### config.mk
export PLATFORM = sky130hd
export DESIGN_NAME = dtc_channel
export DESIGN_NICKNAME = d
export VERILOG_FILES = /design/src/logic/dtc_channel.v /design/src/logic/dtc_counter.v /design/src/logic/dtc_irq.v
export VERILOG_INCLUDE_DIRS = /design/src /design/src/logic
export SDC_FILE = /design/constraint.sdc
export NUM_CORES = 1
export LEC_CHECK = 0
export ABC_CLOCK_PERIOD_IN_PS = 3250
export BUFFER_PORTS_ARGS = -buffer_cell sky130_fd_sc_hd__buf_2
export CAP_MARGIN = 20
export CORE_MARGIN = 10
export CORE_UTILIZATION = 55
export DETAILED_ROUTE_END_ITERATION = 8
export PLACE_DENSITY = 0.78
export SYNTH_ARGS = -nofsm -noshare
export SYNTH_HDL_FRONTEND = slang
export SYNTH_HIERARCHICAL = 1
export SYNTH_SLANG_ARGS = --single-unit
### constraint.sdc
create_clock -name core_clk_i -period 3.25 [get_ports core_clk_i]
set_input_delay 0.65 -clock core_clk_i [delete_from_list [all_inputs] [get_ports core_clk_i]]
set_output_delay 0.65 -clock core_clk_i [all_outputs]
set_load 0.05 [all_outputs]
### src/logic/dtc_map.vh
// Register offsets, field positions and reset values of one down-timer channel
`ifndef DTC_MAP_VH
`define DTC_MAP_VH
// ==========================================
// Register offsets (byte addresses)
`define DTC_OFS_RELOAD_VALUE 8'h00
`define DTC_OFS_LIVE_COUNT 8'h04
`define DTC_OFS_CHANNEL_CONTROL 8'h08
`define DTC_OFS_INTERRUPT_ACK 8'h0c
`define DTC_OFS_INTERRUPT_FLAG 8'h10
// ==========================================
// Control fields
`define DTC_CTL_EN_BIT 0
`define DTC_CTL_MODE_BIT 1
`define DTC_CTL_MASK_BIT 2
`define DTC_CTL_WIDTH 3
// ==========================================
// Reset values
`define DTC_RST_RELOAD_VALUE 32'h00000000
`define DTC_RST_CONTROL 3'h0
`define DTC_COUNT_MAX 32'hffffffff
`endif

### src/logic/dtc_channel.v
// One down-timer channel with its APB register set
// Functional notes
// [RQ1] Load value register at 0x0, 32 bits, read/write, resets to zero.
// [RQ2] Counter loads whatever value software last wrote to load register.
// [RQ3] Read-only present count at 0x4, resets zero; valid with bus clock.
// [RQ4] Software must not trust count readback under an independent counter clock.
// [RQ5] Control at 0x8: bit0 enable, bit1 mode, bit2 mask; rest zero.
// [RQ6] Mode 0 is free-running, mode 1 uses the user reload count.
// [RQ7] Mask 0 passes the interrupt, mask 1 suppresses the masked output.
// [RQ8] Interrupt sets when counter reaches terminal count.
// [RQ9] Read-only acknowledge at 0xc; any read clears the pending interrupt.
// [RQ10] Status at 0x10 bit 0 reports interrupt without clearing it.
// [RQ11] While enabled, counter decrements by one each clock edge.
// [RQ12] At zero reload from load value or all-ones, by mode.
// [RQ13] Disabled channel reads count zero and holds interrupt cleared.
// [RQ14] Combined interrupt output active when any unmasked interrupt is active.
// [RQ15] Unmasked latch keeps updating regardless of mask.
`timescale 1ns/1ps
`include "dtc_map.vh"
module dtc_channel #(
  parameter WIDTH = 32
) (
  input wire core_clk_i,
  input wire sys_rst_i,
  input wire psel_i,
  input wire penable_i,
  input wire pwrite_i,
  input wire [7:0] paddr_i,
  input wire [31:0] pwdata_i,
  output reg [31:0] prdata_o,
  output wire timer_irq_o,
  output wire timer_raw_irq_o,
  output wire combined_irq_o
);
  // ==========================================
  // Register file
  reg [WIDTH-1:0] reload_value;
  reg [`DTC_CTL_WIDTH-1:0] channel_control;
  wire [WIDTH-1:0] live_count;
  wire terminal;
  wire irq_raw;
  wire irq_masked;
  wire wr_access;
  wire rd_access;
  wire ack_read;
  reg [31:0] next_prdata;

  // APB 2.0: write and acknowledge read take effect in the enable phase; read data is registered in the setup phase
  assign wr_access = psel_i & penable_i & pwrite_i;
  assign rd_access = psel_i & ~pwrite_i;
  assign ack_read = psel_i & penable_i & ~pwrite_i & (paddr_i == `DTC_OFS_INTERRUPT_ACK); // [RQ9]

  always @(posedge core_clk_i or posedge sys_rst_i) begin
    if (sys_rst_i) begin
      reload_value <= `DTC_RST_RELOAD_VALUE; // [RQ1]
      channel_control <= `DTC_RST_CONTROL; // [RQ5]
    end else if (wr_access) begin
      case (paddr_i)
        `DTC_OFS_RELOAD_VALUE: reload_value <= pwdata_i[WIDTH-1:0]; // [RQ1] [RQ2]
        `DTC_OFS_CHANNEL_CONTROL: channel_control <= pwdata_i[`DTC_CTL_WIDTH-1:0]; // [RQ5]
        default: reload_value <= reload_value;
      endcase
    end
  end

  // ==========================================
  // Read mux; read data registered in the setup phase
  always @* begin
    next_prdata = 32'h00000000;
    case (paddr_i)
      `DTC_OFS_RELOAD_VALUE: next_prdata = reload_value; // [RQ1]
      // Gate by enable so a read right after a disabling write still returns zero
      `DTC_OFS_LIVE_COUNT: next_prdata = channel_control[`DTC_CTL_EN_BIT] ?
        live_count : {WIDTH{1'b0}}; // [RQ3] [RQ13]
      `DTC_OFS_CHANNEL_CONTROL: next_prdata = {29'h0000000, channel_control}; // [RQ5]
      `DTC_OFS_INTERRUPT_ACK: next_prdata = 32'h00000000; // [RQ9]
      `DTC_OFS_INTERRUPT_FLAG: next_prdata = {31'h0, irq_masked}; // [RQ10]
      default: next_prdata = 32'h00000000;
    endcase
  end

  always @(posedge core_clk_i or posedge sys_rst_i) begin
    if (sys_rst_i) begin
      prdata_o <= 32'h00000000;
    end else if (rd_access & ~penable_i) begin
      prdata_o <= next_prdata;
    end
  end

  // ==========================================
  // Counter and interrupt
  // Counter runs on the bus clock, so live_count readback is always exact
  dtc_counter #(
    .WIDTH(WIDTH)
  ) u_counter (
    .core_clk_i(core_clk_i),
    .sys_rst_i(sys_rst_i),
    .enable_i(channel_control[`DTC_CTL_EN_BIT]), // [RQ11]
    .user_mode_i(channel_control[`DTC_CTL_MODE_BIT]), // [RQ6]
    .reload_i(reload_value),
    .count_o(live_count),
    .terminal_o(terminal)
  );

  dtc_irq u_irq (
    .core_clk_i(core_clk_i),
    .sys_rst_i(sys_rst_i),
    .enable_i(channel_control[`DTC_CTL_EN_BIT]),
    .set_i(terminal),
    .clear_i(ack_read),
    .mask_i(channel_control[`DTC_CTL_MASK_BIT]), // [RQ7]
    .raw_o(irq_raw),
    .masked_o(irq_masked)
  );

  assign timer_raw_irq_o = irq_raw; // [RQ15]
  assign timer_irq_o = irq_masked;
  assign combined_irq_o = irq_masked; // [RQ14]
endmodule // dtc_channel

### src/logic/dtc_counter.v
// Down counter of one timer channel with reload and terminal-count pulse
`timescale 1ns/1ps
module dtc_counter #(
  parameter WIDTH = 32
) (
  input wire core_clk_i,
  input wire sys_rst_i,
  input wire enable_i,
  input wire user_mode_i,
  input wire [WIDTH-1:0] reload_i,
  output reg [WIDTH-1:0] count_o,
  output reg terminal_o
);
  reg enable_d;

  always @(posedge core_clk_i or posedge sys_rst_i) begin
    if (sys_rst_i) begin
      count_o <= {WIDTH{1'b0}};
      enable_d <= 1'b0;
      terminal_o <= 1'b0;
    end else begin
      enable_d <= enable_i;
      terminal_o <= 1'b0;
      if (!enable_i) begin
        count_o <= {WIDTH{1'b0}}; // [RQ13]
      end else if (!enable_d) begin
        count_o <= reload_i; // [RQ2]
      end else if (count_o == {WIDTH{1'b0}}) begin
        // Wrap from zero is the terminal event
        count_o <= user_mode_i ? reload_i : {WIDTH{1'b1}}; // [RQ12] [RQ6]
        terminal_o <= 1'b1; // [RQ8]
      end else begin
        count_o <= count_o - {{(WIDTH-1){1'b0}}, 1'b1}; // [RQ11]
      end
    end
  end
endmodule // dtc_counter

### src/logic/dtc_irq.v
// Interrupt latch of one timer channel: set wins over clear, mask gates masked_o only
`timescale 1ns/1ps
module dtc_irq (
  input wire core_clk_i,
  input wire sys_rst_i,
  input wire enable_i,
  input wire set_i,
  input wire clear_i,
  input wire mask_i,
  output reg raw_o,
  output wire masked_o
);
  always @(posedge core_clk_i or posedge sys_rst_i) begin
    if (sys_rst_i) begin
      raw_o <= 1'b0;
    end else if (!enable_i) begin
      raw_o <= 1'b0; // [RQ13]
    end else if (set_i) begin
      raw_o <= 1'b1; // [RQ8] [RQ15]
    end else if (clear_i) begin
      raw_o <= 1'b0; // [RQ9]
    end
  end

  assign masked_o = raw_o & ~mask_i; // [RQ7]
endmodule // dtc_irq

==> impl_metrics.toml <==
[status]
status = "complete, no violations"

[critical_path]
crit_type = "reg -> reg"
r2r_cells = 7
reg2reg_setup_slack_ps = 410
critical_path.max_stage_delay_ps = 530
r2r_start = "u_counter/count_o[0]"
reg2reg_to = "u_counter/count_o[28]"
cp.arrival_ps = 3080
slowest_stage = "a41oi_4"
crit_fanout = 32
crit_chain = "inv_1, ha_1, or4b_1, nor4_4, a41oi_4, o21ai_0, a21oi_1"
crit_buf_inv = 1
cp-start-kind = "flop"
path_delay_family = "compound AO/OA/AOI/OAI gates"
crit_path_end_kind = "flop"
cp.required_ps = 3480

[clock_network]
cts_tree = "done"
clk_path_buf_depth = 2
post_cts_buffers = 0
htree_levels = 3
clk_pin_slew_ps = 90
cts_buffers = 9
cts_root_buffer = "clkbuf_8"
cts.sinks = 102
ctsHoldBuffers = 0
ctsResizeCount = 0
worstSkewPairLatency_ps = 360

[global_route]
grt_pass1_vias = 4138
grt_first_pass_wirelength_mm = 21.15
grt_use_total_pct = 18.10
globalRoute.totalOverflow = 0
grt_max_degree = 36
antenna_found_initial = 0

[synthesis]
synth_compound_area_share_pct = 18.01
synth-seq-area-share_pct = 48.72
ys_ff_latch = 102
ys_top_cells_by_area = "dfrtp_1 49%, mux2_2 6.9%, o221a_2 5.6%"
netlist-cell-type-count = 58
synth_top_cell_area_share_pct = 48.72
synth_top_family_by_area = "compound AO/OA/AOI/OAI gates"
synth_simple_gate_area_share_pct = 16.50
yosys.area.top_type = "dfrtp_1"
synth_edf_count = 0
synth_flop_cell = "dfrtp_1"
syn_inst = 462
avgSynthCellArea_sq_um = 11.34
synth_area_sq_um = 5239
synth_fp_nets = 509
synthAdderAreaFrac_pct = 0.4777
synth_most_common_cell = "dfrtp_1"
synthArstFlopShare_pct = 100.0
synthMuxAreaShare_pct = 7.905
synthTopCellsByCount = "102 x dfrtp_1, 36 x nand2_1, 34 x a21oi_1"
synth_xor_area_share_pct = 4.012
synth-warning-count = 6

[timing]
min_period_over_period_pct = 87.48
max-slew-margin-rel_pct = 30.93
finalSetupTns_ps = 0
slew_violations = 0
fin_crit_ps = 2843
rsz0062_at_grt = "no"
fmax_ghz = 0.3517
finClkSkew_ps = 9.755
worst_pin_slew_ps = 1033
finalSetupViolations = 0
hold_viol = 0

[cells_and_area]
seqCellArea_sq_um = 2552
n_antenna_cell = 0
layout.nets = 577
drive_above_1_share_pct = 35.96
fin_util_pct = 63.57
nFillCells = 745
area_delta_synth_final_pct = 12.13
multi_input_area_sq_um = 2460

[route]
first_pass_iters = 5
drc = 0
drtIter0Drc = 249
wire_per_inst_um = 18.77
via_count = 3962
ant_nets = 0
vias_per_cell = 5.976
wirelength_mm = 12.45

[power]
intPower_uw = 1689
pwr-share-comb_pct = 5.2
power_density_nw_per_um2 = 374.1
p_clk_share_pct = 36.5
p_switching_uw = 508.0
power_uw = 2197
p_leak_uw = 0.002834
ir_worst_vdd_mv = 0.2415
pwr-share-seq_pct = 58.3
swShare_pct = 23.12

[floorplanning]
rows = 35
die_h_um = 117.6
start_util_pct = 56.70
io_pins = 80
die_w_um = 117.6
die-area_sq_um = 13830
core-area_sq_um = 9240

[job]
maxCapViolations = 0

[placement]
routabilityCongestion = 0.8702
dp_hpwl_mm = 8.591
io_buffers = 79

[worst_hold_path]
hold_path.class = "in -> async"
-- state kept, by name, indices dropped and copies added, names as in the netlist --
register,flops
channel_control,3
prdata_o,32
reload_value,32
u_counter/count_o,32
u_counter/enable_d,1
u_counter/terminal_o,1
u_irq/raw_o,1
-- final cells by class --
| cell class | count | area share [%] |
|---|---|---|
| clock buffer | 10 | 2.343 |
| clock inverter | 5 | 1.001 |
| inverter | 7 | 0.4473 |
| multi-input combinational | 320 | 41.87 |
| sequential | 102 | 43.45 |
| tap | 129 | 2.748 |
| timing repair buffer | 90 | 8.136 |
-- through the flow --
| step | cell area, sq um | cells | worst slack, ps | hold slack, ps |
|---|---|---|---|---|
| after CTS | 5874 | 663 | 428.7 | 117.6 |
| after floorplan | 5239 | 462 | 792.2 | 378.7 |
| after detailed placement | 5678 | 648 | 475.0 | 465.1 |
| after global placement | 5678 | 648 | 567.3 | 458.7 |
| after global routing | 5874 | 663 | 252.2 | 115.9 |
| final | 5874 | 663 | 406.8 | 130.6 |
-- cell families after synthesis --
logic type | after synthesis
AO/OA/AOI/OAI | 113
XOR/XNOR | 24
adder cells (fa/ha/maj) | 2
buffers and inverters | 40
flip-flops | 102
multiplexers | 37
AND/OR/NAND/NOR | 144
-- worst max-delay path by stage --
| stage | startpoint | endpoint | slack (ps) | cells past startpoint |
|---|---|---|---|---|
| after floorplan | u_irq/raw_o | timer_irq_o | 790 | 2 |
| after global placement | u_counter/count_o[0] | u_counter/count_o[11] | 570 | 6 |
| after detailed placement | u_counter/count_o[0] | u_counter/count_o[13] | 470 | 6 |
| after CTS | u_counter/count_o[0] | u_counter/count_o[22] | 430 | 6 |
| after global routing | u_counter/count_o[0] | u_counter/count_o[28] | 250 | 7 |
| final | u_counter/count_o[0] | u_counter/count_o[28] | 410 | 7 |
-- placed cells by master, fill, tap and decap left out, types with 6 or more instances in the layout --
cell type / n
nor2b_1: 33
inv_1: 6
nand2_1: 35
xor2_1: 6
clkbuf_8: 10
buf_2: 79
xnor2_1: 18
nor4_1: 8
o31ai_1: 21
o31ai_2: 10
o221a_2: 26
dfrtp_1: 102
nand3_1: 7
buf_4: 11
a21oi_1: 34
mux2_2: 32
nor2_1: 18
nor3_1: 6
-- per-layer routing --
metal | global-route usage [%] | part of all wire, % | up-vias
met4 | 5.564 | 1.2 | 0
met1 | 23.04 | 45 | 1987
met3 | 4.173 | 4.6 | 12
met5 | 0 | 0 | -
met2 | 29.83 | 49 | 116
li1 | - | - | 1847
-- worst register-to-register path, cell delays in order (launching register included) --
cell	delay, ps
dfrtp_1	420
inv_1	130
ha_1	150
or4b_1	500
nor4_4	480
a41oi_4	530
o21ai_0	420
a21oi_1	80
-- power by group through the flow --
stage               sequential (uW)  clock [uW]  combinational [uW]
global placement               1310           0                 113
CTS                            1280         825                 117
global route                   1280         872                 129
finish                         1280         803                 114
detailed placement             1310           0                 116
floorplan                      1300           0                66.8
Note: power is estimated with default switching activity, not from simulation.
